==> src/cam_consts.vh <==
// register offsets, field positions, reset values and timing for the clock accuracy monitor
`ifndef CAM_CONSTS_VH
`define CAM_CONSTS_VH

`define CAM_ADDR_W 20
`define CAM_OFS_MEAS_EN 20'h8b000
`define CAM_OFS_TGT_EDGE 20'h8b001
`define CAM_OFS_REF_FILT 20'h8b002
`define CAM_OFS_IRQ_EN 20'h8b003
`define CAM_OFS_STATUS 20'h8b004
`define CAM_OFS_UPPER_LO 20'h8b006
`define CAM_OFS_UPPER_HI 20'h8b007
`define CAM_OFS_LOWER_LO 20'h8b008
`define CAM_OFS_LOWER_HI 20'h8b009
`define CAM_OFS_CAPT_LO 20'h8b00a
`define CAM_OFS_CAPT_HI 20'h8b00b

`define CAM_BIT_MEAS_EN 0
`define CAM_BIT_EXT_REF_EN 0
`define CAM_FLD_TGT_SEL 3:1
`define CAM_FLD_PRESCALE 5:4
`define CAM_FLD_EDGE 7:6
`define CAM_BIT_REF_SRC 0
`define CAM_FLD_INT_REF_SEL 3:1
`define CAM_FLD_REF_DIV 5:4
`define CAM_FLD_FILT 7:6
`define CAM_BIT_FERR 0
`define CAM_BIT_MEND 1
`define CAM_BIT_OVF 2
`define CAM_BIT_FERR_CLR 4
`define CAM_BIT_MEND_CLR 5
`define CAM_BIT_OVF_CLR 6

`define CAM_RST_CTRL 8'h00
`define CAM_RST_LIMIT 16'h0000

`define CAM_EN_DELAY_NS 20
`define CAM_CLK_PERIOD_NS 5
`define CAM_EN_DELAY_CYC ((`CAM_EN_DELAY_NS + `CAM_CLK_PERIOD_NS - 1) / `CAM_CLK_PERIOD_NS)

`endif

==> src/cam_top.v <==
// clock accuracy monitor: counts a target clock over reference periods and checks limits
// What this block does
// - count target pulses per reference period, judge range
// - three separate interrupt requests: end, error, overflow
// - control bit 0 enables measurement, others read zero
// - enable write delayed; repeat writes ignored meanwhile
// - bit 0 gates the external reference pin
// - bits 3..1 pick the measured clock
// - bits 5..4 pick counter prescale 1/4/8/32
// - bits 7..6 pick rising, falling or both edges
// - bit 0 picks pin or internal reference
// - bits 3..1 pick internal reference clock source
// - bits 5..4 divide internal reference 32..8192
// - bits 7..6 pick digital filter sampling rate
// - module stop halts the measurement logic
// - error when capture above upper or below lower
// - capture counter into read-only buffer each edge after the first
// - flags cleared by writing one; clear bits read zero
// - counting starts at first valid reference edge
//
// Added by the designer: the plain strobed port.
`timescale 1ns/1ps
`include "cam_consts.vh"

module cam_top #(
    parameter EN_DELAY = `CAM_EN_DELAY_CYC
) (
    // clock and reset
    input wire clk_sys,
    input wire reset_n,
    // low power
    input wire module_stop,
    // clocks under measurement and reference pin, asynchronous
    input wire main_clock,
    input wire high_speed_onchip_osc,
    input wire low_speed_onchip_osc,
    input wire watchdog_dedicated_clock,
    input wire peripheral_clock_b,
    input wire ext_reference_pin,
    // register port
    input wire [`CAM_ADDR_W-1:0] reg_addr,
    input wire [7:0] reg_wdata,
    input wire reg_wr,
    input wire reg_rd,
    output reg [7:0] reg_rdata,
    // interrupt requests
    output reg irq_freq_error,
    output reg irq_measure_end,
    output reg irq_overflow
);

    localparam ST_IDLE = 2'd0;
    localparam ST_ARM = 2'd1;
    localparam ST_RUN = 2'd2;
    localparam NSRC = 6;

    // source index picked by a 3-bit select code; prohibited codes fall back to main
    function [2:0] clk_index;
        input [2:0] code;
        begin
            case (code)
                3'h2: clk_index = 3'd1;
                3'h3: clk_index = 3'd2;
                3'h4: clk_index = 3'd3;
                3'h5: clk_index = 3'd4;
                default: clk_index = 3'd0;
            endcase
        end
    endfunction

    // reset release
    reg rst_meta_r;
    reg rst_n_r;
    always @(posedge clk_sys or negedge reset_n) begin
        if (!reset_n) begin
            rst_meta_r <= 1'b0;
            rst_n_r <= 1'b0;
        end else begin
            rst_meta_r <= 1'b1;
            rst_n_r <= rst_meta_r;
        end
    end

    // input synchronisers: a level counts once stages two and three agree
    wire [NSRC-1:0] raw_in;
    reg [NSRC-1:0] sync1_r;
    reg [NSRC-1:0] sync2_r;
    reg [NSRC-1:0] sync3_r;
    reg [NSRC-1:0] lvl_r;
    reg [NSRC-1:0] lvl_prev_r;
    wire [NSRC-1:0] rise;
    assign raw_in = {ext_reference_pin, peripheral_clock_b, watchdog_dedicated_clock,
                     low_speed_onchip_osc, high_speed_onchip_osc, main_clock};
    genvar gi;
    generate
        for (gi = 0; gi < NSRC; gi = gi + 1) begin : g_sync
            always @(posedge clk_sys or negedge rst_n_r) begin
                if (!rst_n_r) begin
                    sync1_r[gi] <= 1'b0;
                    sync2_r[gi] <= 1'b0;
                    sync3_r[gi] <= 1'b0;
                    lvl_r[gi] <= 1'b0;
                    lvl_prev_r[gi] <= 1'b0;
                end else begin
                    sync1_r[gi] <= raw_in[gi];
                    sync2_r[gi] <= sync1_r[gi];
                    sync3_r[gi] <= sync2_r[gi];
                    if (sync2_r[gi] == sync3_r[gi]) begin
                        lvl_r[gi] <= sync3_r[gi];
                    end
                    lvl_prev_r[gi] <= lvl_r[gi];
                end
            end
            assign rise[gi] = lvl_r[gi] & ~lvl_prev_r[gi];
        end
    endgenerate

    // registers
    reg meas_en_r;
    reg en_pend_r;
    reg en_pend_val_r;
    reg [7:0] en_dly_r;
    reg [7:0] tgt_edge_r;
    reg [7:0] ref_filt_r;
    reg [2:0] irq_en_r;
    reg ferr_r;
    reg mend_r;
    reg ovf_r;
    reg [15:0] upper_r;
    reg [15:0] lower_r;
    reg [15:0] capt_r;

    wire active = meas_en_r & ~module_stop;
    wire wr_en_byte = reg_wr && reg_addr == `CAM_OFS_MEAS_EN;
    wire wr_irq = reg_wr && reg_addr == `CAM_OFS_IRQ_EN;

    // target clock and count prescale
    wire tgt_tick = rise[clk_index(tgt_edge_r[`CAM_FLD_TGT_SEL])];
    reg [4:0] pre_cnt_r;
    reg [4:0] pre_mask;
    always @* begin
        case (tgt_edge_r[`CAM_FLD_PRESCALE])
            2'h1: pre_mask = 5'h03;
            2'h2: pre_mask = 5'h07;
            2'h3: pre_mask = 5'h1f;
            default: pre_mask = 5'h00;
        endcase
    end
    wire cnt_tick = tgt_tick && ((pre_cnt_r & pre_mask) == pre_mask);

    // internal reference: selected clock divided down, square wave from one divider bit
    wire int_tick = rise[clk_index(ref_filt_r[`CAM_FLD_INT_REF_SEL])];
    reg [12:0] ref_div_r;
    reg int_ref_lvl;
    always @* begin
        case (ref_filt_r[`CAM_FLD_REF_DIV])
            2'h1: int_ref_lvl = ref_div_r[6];
            2'h2: int_ref_lvl = ref_div_r[9];
            2'h3: int_ref_lvl = ref_div_r[12];
            default: int_ref_lvl = ref_div_r[4];
        endcase
    end

    // reference selection; pin gated by its own enable
    wire pin_ref = lvl_r[NSRC-1] & tgt_edge_r[`CAM_BIT_EXT_REF_EN];
    wire ref_raw = ref_filt_r[`CAM_BIT_REF_SRC] ? int_ref_lvl : pin_ref;

    // digital filter: level accepted after four equal samples
    reg [3:0] smp_cnt_r;
    reg [2:0] smp_hist_r;
    reg filt_lvl_r;
    reg smp_tick;
    always @* begin
        case (ref_filt_r[`CAM_FLD_FILT])
            2'h1: smp_tick = tgt_tick;
            2'h2: smp_tick = tgt_tick && smp_cnt_r[1:0] == 2'h3;
            2'h3: smp_tick = tgt_tick && smp_cnt_r == 4'hf;
            default: smp_tick = 1'b0;
        endcase
    end
    wire filt_on = ref_filt_r[`CAM_FLD_FILT] != 2'h0;
    wire ref_lvl = filt_on ? filt_lvl_r : ref_raw;
    reg ref_prev_r;
    reg ref_edge;
    always @* begin
        case (tgt_edge_r[`CAM_FLD_EDGE])
            2'h1: ref_edge = ref_prev_r & ~ref_lvl;
            2'h2: ref_edge = ref_prev_r ^ ref_lvl;
            default: ref_edge = ~ref_prev_r & ref_lvl;
        endcase
    end

    // measurement engine
    reg [1:0] state_r;
    reg [15:0] cnt_r;
    wire edge_run = active && state_r == ST_RUN && ref_edge;
    wire ovf_evt = active && state_r == ST_RUN && !ref_edge && cnt_tick && cnt_r == 16'hffff;
    wire out_range = cnt_r > upper_r || cnt_r < lower_r;

    always @(posedge clk_sys or negedge rst_n_r) begin
        if (!rst_n_r) begin
            pre_cnt_r <= 5'h00;
            ref_div_r <= 13'h0000;
            smp_cnt_r <= 4'h0;
            smp_hist_r <= 3'h0;
            filt_lvl_r <= 1'b0;
            ref_prev_r <= 1'b0;
            state_r <= ST_IDLE;
            cnt_r <= 16'h0000;
            capt_r <= 16'h0000;
        end else if (!active) begin
            // stopped or disabled: hold everything idle so the next start is clean
            pre_cnt_r <= 5'h00;
            ref_div_r <= 13'h0000;
            smp_cnt_r <= 4'h0;
            smp_hist_r <= {3{ref_raw}};
            filt_lvl_r <= ref_raw;
            ref_prev_r <= ref_raw;
            state_r <= ST_IDLE;
            cnt_r <= 16'h0000;
        end else begin
            if (tgt_tick) begin
                pre_cnt_r <= pre_cnt_r + 5'h01;
                smp_cnt_r <= smp_cnt_r + 4'h1;
            end
            if (int_tick) begin
                ref_div_r <= ref_div_r + 13'h0001;
            end
            if (smp_tick) begin
                smp_hist_r <= {smp_hist_r[1:0], ref_raw};
                if (smp_hist_r[1:0] == {2{ref_raw}} && smp_hist_r[2] == ref_raw) begin
                    filt_lvl_r <= ref_raw;
                end
            end
            ref_prev_r <= ref_lvl;
            case (state_r)
                ST_IDLE: begin
                    state_r <= ST_ARM;
                end
                ST_ARM: begin
                    if (ref_edge) begin
                        state_r <= ST_RUN;
                        cnt_r <= 16'h0000;
                        pre_cnt_r <= 5'h00;
                    end
                end
                ST_RUN: begin
                    if (ref_edge) begin
                        capt_r <= cnt_r;
                        cnt_r <= 16'h0000;
                        pre_cnt_r <= 5'h00;
                    end else if (cnt_tick) begin
                        cnt_r <= cnt_r + 16'h0001;
                    end
                end
                default: begin
                    state_r <= ST_IDLE;
                end
            endcase
        end
    end

    // register writes, enable delay and flags
    always @(posedge clk_sys or negedge rst_n_r) begin
        if (!rst_n_r) begin
            meas_en_r <= 1'b0;
            en_pend_r <= 1'b0;
            en_pend_val_r <= 1'b0;
            en_dly_r <= 8'h00;
            tgt_edge_r <= `CAM_RST_CTRL;
            ref_filt_r <= `CAM_RST_CTRL;
            irq_en_r <= 3'h0;
            upper_r <= `CAM_RST_LIMIT;
            lower_r <= `CAM_RST_LIMIT;
            ferr_r <= 1'b0;
            mend_r <= 1'b0;
            ovf_r <= 1'b0;
        end else begin
            // enable change lands late; writes meanwhile are dropped
            if (en_pend_r) begin
                if (en_dly_r == 8'h00) begin
                    meas_en_r <= en_pend_val_r;
                    en_pend_r <= 1'b0;
                end else begin
                    en_dly_r <= en_dly_r - 8'h01;
                end
            end else if (wr_en_byte) begin
                en_pend_r <= 1'b1;
                en_pend_val_r <= reg_wdata[`CAM_BIT_MEAS_EN];
                en_dly_r <= EN_DELAY[7:0] - 8'h01;
            end
            if (reg_wr) begin
                case (reg_addr)
                    `CAM_OFS_TGT_EDGE: tgt_edge_r <= reg_wdata;
                    `CAM_OFS_REF_FILT: ref_filt_r <= reg_wdata;
                    `CAM_OFS_IRQ_EN: irq_en_r <= reg_wdata[2:0];
                    `CAM_OFS_UPPER_LO: upper_r[7:0] <= reg_wdata;
                    `CAM_OFS_UPPER_HI: upper_r[15:8] <= reg_wdata;
                    `CAM_OFS_LOWER_LO: lower_r[7:0] <= reg_wdata;
                    `CAM_OFS_LOWER_HI: lower_r[15:8] <= reg_wdata;
                    default: ;
                endcase
            end
            // hardware set wins over a clear in the same cycle
            if (edge_run && out_range) begin
                ferr_r <= 1'b1;
            end else if (wr_irq && reg_wdata[`CAM_BIT_FERR_CLR]) begin
                ferr_r <= 1'b0;
            end
            if (edge_run) begin
                mend_r <= 1'b1;
            end else if (wr_irq && reg_wdata[`CAM_BIT_MEND_CLR]) begin
                mend_r <= 1'b0;
            end
            if (ovf_evt) begin
                ovf_r <= 1'b1;
            end else if (wr_irq && reg_wdata[`CAM_BIT_OVF_CLR]) begin
                ovf_r <= 1'b0;
            end
        end
    end

    // interrupt requests, read data
    always @(posedge clk_sys or negedge rst_n_r) begin
        if (!rst_n_r) begin
            irq_freq_error <= 1'b0;
            irq_measure_end <= 1'b0;
            irq_overflow <= 1'b0;
            reg_rdata <= 8'h00;
        end else begin
            irq_freq_error <= ferr_r & irq_en_r[0];
            irq_measure_end <= mend_r & irq_en_r[1];
            irq_overflow <= ovf_r & irq_en_r[2];
            if (reg_rd) begin
                case (reg_addr)
                    `CAM_OFS_MEAS_EN: reg_rdata <= {7'h00, meas_en_r};
                    `CAM_OFS_TGT_EDGE: reg_rdata <= tgt_edge_r;
                    `CAM_OFS_REF_FILT: reg_rdata <= ref_filt_r;
                    `CAM_OFS_IRQ_EN: reg_rdata <= {5'h00, irq_en_r};
                    `CAM_OFS_STATUS: reg_rdata <= {5'h00, ovf_r, mend_r, ferr_r};
                    `CAM_OFS_UPPER_LO: reg_rdata <= upper_r[7:0];
                    `CAM_OFS_UPPER_HI: reg_rdata <= upper_r[15:8];
                    `CAM_OFS_LOWER_LO: reg_rdata <= lower_r[7:0];
                    `CAM_OFS_LOWER_HI: reg_rdata <= lower_r[15:8];
                    `CAM_OFS_CAPT_LO: reg_rdata <= capt_r[7:0];
                    `CAM_OFS_CAPT_HI: reg_rdata <= capt_r[15:8];
                    default: reg_rdata <= 8'h00;
                endcase
            end else begin
                reg_rdata <= 8'h00;
            end
        end
    end

endmodule // cam_top

==> config.mk <==
export PLATFORM = sky130hd
export DESIGN_NAME = cam_top
export DESIGN_NICKNAME = d
export VERILOG_FILES = /design/src/cam_top.v
export VERILOG_INCLUDE_DIRS = /design/src /design/src/src
export SDC_FILE = /design/constraint.sdc
export NUM_CORES = 1
export LEC_CHECK = 0
export BUFFER_PORTS_ARGS = -buffer_cell sky130_fd_sc_hd__buf_2
export CORE_MARGIN = 2
export CORE_UTILIZATION = 55
export CTS_CLUSTER_SIZE = 8
export DETAILED_ROUTE_END_ITERATION = 7
export GPL_TIMING_DRIVEN = 0
export PLACE_DENSITY = 0.83
export SYNTH_ARGS = -nofsm -noshare
export SYNTH_HDL_FRONTEND = slang
export SYNTH_SLANG_ARGS = --single-unit
==> constraint.sdc <==
create_clock -name clk_sys -period 4.7 [get_ports clk_sys]
set_input_delay 0 -clock clk_sys [delete_from_list [all_inputs] [get_ports clk_sys]]
set_output_delay 0 -clock clk_sys [all_outputs]
set_load 0.02 [all_outputs]
==> results.ini, run 1 <==
[setup_path]
crit_required_ps=5010
crit_arrival_ps=3860
r2r-start=ref_filt_r[5]$_DFFE_PN0P_
critical_path_class=reg2reg
reg2reg_setup_slack_ps=1150
ff2ff_path_depth=11
endpoint_kind=register
r2r_end=capt_r[12]$_DFFE_PN0P_
cp_max_fo=10
startpoint_type=register

[clocking]
htree_num_levels=4
cts-buffers-inserted=17
postCtsHoldBufs=18
path_clk_slew_ps=70
clock_path_buffers=2
post-cts-setup-buffers=0
tritoncts=yes
insertion_delay_ps=430
cts_resized=0
clkSinkCount=168
clockRootBuffer=clkbuf_16

[pwr]
netSwitchingFraction_pct=24.2
pwr-share-comb_pct=3.7
clkPwrFrac_pct=47.0
switchingPower_mw=0.726
p_leak_nw=4.39
peakVddDrop_uv=266
power_frac_seq_pct=49.3
power_density_nw_per_um2=307
p_int_mw=2.27

[logic_synthesis]
yosys_warnings=0
yosysUniqueCellTypes=73
synth_area_sq_um=8470
synth_ff_type=dfrtp_1
ys_ff_latch=168
synthArstFlopShare_pct=100
synthTopCellsByArea=dfrtp_1, ha_1, mux2_2
yosysSeqAreaShare_pct=49.6
synth_edf_count=0
synth_top_area_cell=dfrtp_1
synth_nets=860
synth_area_per_cell_sq_um=10.9
yosys-top-cells-count=dfrtp_1, inv_1, nor2_1
synthMostInstantiatedCell=dfrtp_1
syn_inst=778
synth_top_area_share_pct=49.6

[die]
core_sq_um=15100
ios=50
die_area_sq_um=16400
initial_utilization_pct=55.9
row_count=45
fp.dieW_um=128
die_y_um=128

[global_routing]
grt_pass1_vias=6840
grt_usage_pct=27.9
antenna_found_initial=0
grt_pass1_wl_mm=35.2
grt_overflow=0
grt_max_degree=70

[flow_run]
cap_violations=0

[drt]
drc=0
vias_per_cell=6.37
ant_nets=0
via_count=6795
routed_wl_mm=21.9
wire_per_inst_um=20.5
first_pass_iters=5
drt_iter0_markers=660

[sta]
rsz0062_at_grt=no
fmax_mhz=281
finalSetupViolCount=0
final-hold-violation-count=0
min_period_ps=3550
worst_pin_slew_ps=891
fin_skew_ps=13.6
slew_violations=0
tns_ps=0
relSlewSlack_pct=40.4
layout_setup_ws_ps=1150
period_share_pct=75.6

[placement]
dp.cells=1016
dpl_cell_area_sq_um=9010
portBuffers=48
dpl.hpwl_mm=14.7
pre_cts_ws_ps=1290
gp_congestion=0.898

[outcome]
status=completed

[min_path]
hold_path.class=in2reg
min_to=en_dly_r[4]$_DFFE_PN0P_
hold_start=reg_wr
whs_path_depth=4

[cells_and_area]
num_antenna_cells=0
final_cell_area_sq_um=9790
nets=947
layout.cells.non_filler=1066
drive_above_1_share_pct=18.2
syn2layout_area_growth_pct=15.5

-- logic make-up (layout without fill, tap and decap cells) --
logic type | after synthesis | in the layout | synth area share (%)
DFF | 168 | 168 | 49.6
and+or+nand+nor | 238 | 238 | 15.6
adders and majority gates | 49 | 49 | 7.06
muxes | 71 | 71 | 9.64
other | 1 | 1 | 0.0443
buffers and inverters | 78 | 178 | 3.63
AOI/OAI and AO/OA | 151 | 151 | 12.1
xor gates and xnor gates | 22 | 22 | 2.27
-- per-layer routing --
metal | track usage, % | up-vias | share of wire, %
li1 | - | 3030 | -
met1 | 36.1 | 3293 | 40
met2 | 44.4 | 390 | 47
met3 | 6.22 | 82 | 8.6
met4 | 14.0 | 0 | 4.4
met5 | 0 | - | 0
-- cells in the final DEF (no fill, tap or decap), drive strengths merged, types with 3 or more instances in the layout --
cell type and instances:
a211oi 4, a21boi 3, a21oi 29, a221o 3, a222oi 13, a22oi 10
a311oi 3, a31oi 15, a41oi 4, and2 6, and3 8, buf 58
clkbuf 32, clkinv 4, clkinvlp 3, dfrtp 168, dlygate4sd3 18, ha 43
inv 62, maj3 6, mux2 57, mux2i 13, nand2 43, nand2b 9
nand3 28, nand3b 4, nand4 16, nand4b 5, nor2 58, nor2b 9
nor3 17, nor4 8, o211ai 7, o21ai 38, o31a 3, or3 10
or4 7, xnor2 10, xor2 12
-- metrics by stage --
| step | hold slack (ps) | util (%) | power [mW] |
|---|---|---|---|
| floorplan | -296 | - | 1.55 |
| global placement | -214 | 59.1 | 1.60 |
| detailed placement | -213 | 59.5 | 1.61 |
| CTS | 56.4 | 64.6 | 3.01 |
| global route | 91.6 | 64.6 | 3.09 |
| finish | 58.7 | 64.6 | 3.00 |
-- worst max-delay path: stages (launching register included) --
cell and delay [ps]:
dfrtp_1 430, mux4_2 550, a21oi_1 460, a21oi_1 160, ha_1 290, nor2b_1 120
a311oi_1 60, o22ai_1 220, and2_1 170, buf_2 260, buf_2 330, mux2_2 380
-- how the worst max path moves through the flow --
stage | to | slack [ps] | from | cells after the start
2_1_floorplan | capt_r[10]$_DFFE_PN0P_ | 1910 | ref_filt_r[5]$_DFFE_PN0P_ | 11
3_3_place_gp | lvl_r[1]$_DFFE_PN0N_ | 1000 | rst_n_r$_DFF_PN0_ | 0
3_5_place_dp | capt_r[15]$_DFFE_PN0P_ | 1290 | ref_filt_r[5]$_DFFE_PN0P_ | 11
4_1_cts | capt_r[12]$_DFFE_PN0P_ | 1200 | ref_filt_r[5]$_DFFE_PN0P_ | 11
5_1_grt | capt_r[15]$_DFFE_PN0P_ | 1000 | ref_filt_r[5]$_DFFE_PN0P_ | 11
6_report | capt_r[12]$_DFFE_PN0P_ | 1150 | ref_filt_r[5]$_DFFE_PN0P_ | 11
-- sequential cells by signal, summed over array words and instances (netlist names), 2 cells and up --
| register | count |
|---|---|
| upper_r | 16 |
| reg_rdata | 8 |
| sync1_r | 6 |
| smp_cnt_r | 4 |
| lower_r | 16 |
| capt_r | 16 |
| state_r | 2 |
| tgt_edge_r | 8 |
| cnt_r | 16 |
| lvl_prev_r | 5 |
| ref_div_r | 13 |
| irq_en_r | 3 |
| pre_cnt_r | 5 |
| smp_hist_r | 3 |
| sync3_r | 6 |
| sync2_r | 6 |
| en_dly_r | 8 |
| ref_filt_r | 8 |
| lvl_r | 6 |
-- final cells by class --
cell class	instances	area [sq um]
fillers	1095	5360
flip-flops and latches	168	4210
multi-input cells	532	3960
repair buffers	68	475
clock buffers	18	439
well taps	188	235
inverters	56	210
clock inverters	14	160
plain buffers	22	97.6
-- power groups by stage --
| stage | registers (mW) | logic [mW] | clock network (mW) |
|---|---|---|---|
| 4_1_cts | 1.48 | 0.110 | 1.42 |
| 3_3_place_gp | 1.53 | 0.0689 | 0 |
| 3_5_place_dp | 1.51 | 0.0979 | 0 |
| 6_report | 1.48 | 0.111 | 1.41 |
| 5_1_grt | 1.48 | 0.121 | 1.49 |
| 2_1_floorplan | 1.52 | 0.0354 | 0 |
Power figures use the tool's default switching activity.
==> run 2: changes to the inputs <==
CORE_UTILIZATION = 61   (was 55)
PLACE_DENSITY = 0.87   (was 0.83)
clock period = 3.6 ns   (was 4.7 ns; I/O delays follow)
==> run 2 against run 1 <==
Wire length shrank 0.11%; cell count shrank 0.75%; critical endpoint unchanged; worst hold slack is essentially flat; largest power group unchanged; highest routed layer unchanged.
==> results.ini, run 2 (same netlist as run 1, synthesis figures left out) <==
[flow_run]
cap_violations=0  ; unchanged

[drt]
ant_nets=0  ; unchanged
routed_wl_mm=21.9  ; -0.11%
via_count=6850  ; +0.81%
drt_iter0_markers=987  ; +50%
first_pass_iters=6  ; +1
vias_per_cell=6.47  ; +1.6%
wire_per_inst_um=20.7  ; +0.65%
drc=0  ; unchanged

[pwr]
netSwitchingFraction_pct=23.1  ; -1.1 points
p_leak_nw=4.39  ; +0.19%
peakVddDrop_uv=314  ; +18%
switchingPower_mw=0.911  ; +25%
power_density_nw_per_um2=402  ; +31%
power_frac_seq_pct=49.2  ; about the same
power.total_mw=3.94  ; +31%
clkPwrFrac_pct=47.2  ; +0.2 points
p_int_mw=3.02  ; +33%
pwr-share-comb_pct=3.6  ; about the same

[clocking]
insertion_delay_ps=440  ; about the same
cts-buffers-inserted=17  ; unchanged
clockRootBuffer=clkbuf_16
tritoncts=yes
clock_path_buffers=2  ; unchanged
path_clk_slew_ps=70  ; about the same
clkSinkCount=168  ; unchanged
post-cts-setup-buffers=0  ; unchanged
htree_num_levels=4  ; unchanged

[cells_and_area]
final_common_cell=dfrtp_1
nets=947  ; unchanged
regArea_sq_um=4210  ; unchanged
final_cell_mix=dfrtp_1, inv_1, nor2_1, buf_2, mux2_2
syn2layout_area_growth_pct=15.5  ; about the same
drive_above_1_share_pct=18.3  ; +0.11 points
multi_input_area_sq_um=3960  ; about the same
final_cell_area_sq_um=9780  ; about the same
fillers=923  ; -16%
num_antenna_cells=0  ; unchanged

[sta]
fin_skew_ps=10.5  ; -3.09 ps
fmax_mhz=299  ; +6.4%
worst_pin_slew_ps=874  ; -16.6 ps
relSlewSlack_pct=41.5  ; +1.1 points
period_share_pct=92.8  ; +17 points
slew_violations=0  ; unchanged
finalSetupViolCount=0  ; unchanged
min_period_ps=3340  ; -214 ps
final-hold-violation-count=0  ; unchanged
rsz0062_at_grt=no

[die]
row_count=43  ; -4.4%
initial_utilization_pct=61.8  ; +5.8 points
fp.dieW_um=122  ; -4.9%
die_area_sq_um=14800  ; -9.5%
core_sq_um=13700  ; -9.4%
ios=50  ; unchanged
die_y_um=122  ; -4.9%

[global_routing]
antenna_found_initial=0  ; unchanged
grt_pass1_wl_mm=35.6  ; +1.1%
grt_usage_pct=31.5  ; +3.6 points
grt_max_degree=71  ; +1.4%
grt_overflow=0  ; unchanged
grt_pass1_vias=6967  ; +1.9%

[setup_path]
startpoint_type=register
crit_required_ps=3910  ; -1100 ps
endpoint_kind=register
cp_max_fo=10  ; unchanged
crit_arrival_ps=3650  ; -210 ps
critical_path_class=reg2reg

[min_path]
hold_path.class=in2reg

[outcome]
status=completed

[placement]
dpl.hpwl_mm=14.8  ; +0.81%
gp_congestion=0.895  ; -0.31%
dpl_cell_area_sq_um=9000  ; -0.11%
portBuffers=48  ; unchanged

==> run 2: cell count changes in the layout (fill, tap and decap cells not counted), sizes merged <==
cell	delta
bufinv	+1
inv	-1
clkinv	+1
clkinvlp	-1
==> run 2: timing repair <==
item,4_1_cts,5_1_grt
hold endpoints to repair,57,0
hold buffers,18,0
gates resized for setup,0,1
endpoints found under the setup margin,0,9
==> run 2: layout make-up <==
cell class / count / area share (%)
Multi-Input combinational cell: 532 / 40.5
Buffer: 22 / 0.998
Timing Repair Buffer: 68 / 4.86
Sequential cell: 168 / 43.0
Inverter: 56 / 2.15
Tap cell: 180 / 2.30
Clock buffer: 18 / 4.49
Clock inverter: 14 / 1.68
==> run 2: worst paths after layout <==
kind,from,endpoint,slack (ps),cells past startpoint
setup / recovery,ref_filt_r[5]$_DFFE_PN0P_,capt_r[12]$_DFFE_PN0P_,260,11
hold / removal,reg_wr,en_dly_r[4]$_DFFE_PN0P_,60,4
setup reg to reg,ref_filt_r[5]$_DFFE_PN0P_,capt_r[12]$_DFFE_PN0P_,260,11
hold reg to reg,rst_n_r$_DFF_PN0_,cnt_r[2]$_DFFE_PN0P_,340,0
max in group asynchronous,rst_n_r$_DFF_PN0_,tgt_edge_r[3]$_DFFE_PN0P_,2210,2
min in group asynchronous,rst_n_r$_DFF_PN0_,cnt_r[2]$_DFFE_PN0P_,340,0
==> run 2: critical path, cell delays in order, from the launching register on <==
cell	delay (ps)
dfrtp_1	410
mux4_2	550
a21oi_2	290
a21oi_1	130
ha_1	290
nor2b_1	130
a311oi_1	80
o22ai_1	220
and2_1	160
buf_2	260
buf_2	330
mux2_2	380
==> run 2: layer usage <==
layer  wire (um)  track usage [%]
met5           0                0
met4         848             13.7
met3        1980             7.40
met2       10500             51.1
met1        8530             40.6
==> run 2: per-stage QoR <==
stage	hold WS, ps	worst slack [ps]	TNS (ps)	instances	utilization, %
global placement	-214	-87.3	-11980	1006	65.2
global route	71.7	97.7	0	1058	71.3
floorplan	-296	810	0	778	-
finish	59.0	260	0	1058	71.3
detailed placement	-214	203	0	1008	65.6
CTS	43.3	185	0	1058	71.3
==> run 2: power by group through the flow <==
stage / combinational [mW] / clock, mW / sequential (mW)
CTS: 0.141 / 1.88 / 1.94
global placement: 0.0890 / 0 / 1.99
floorplan: 0.0462 / 0 / 1.98
global route: 0.156 / 1.97 / 1.94
finish: 0.142 / 1.86 / 1.93
detailed placement: 0.126 / 0 / 1.97
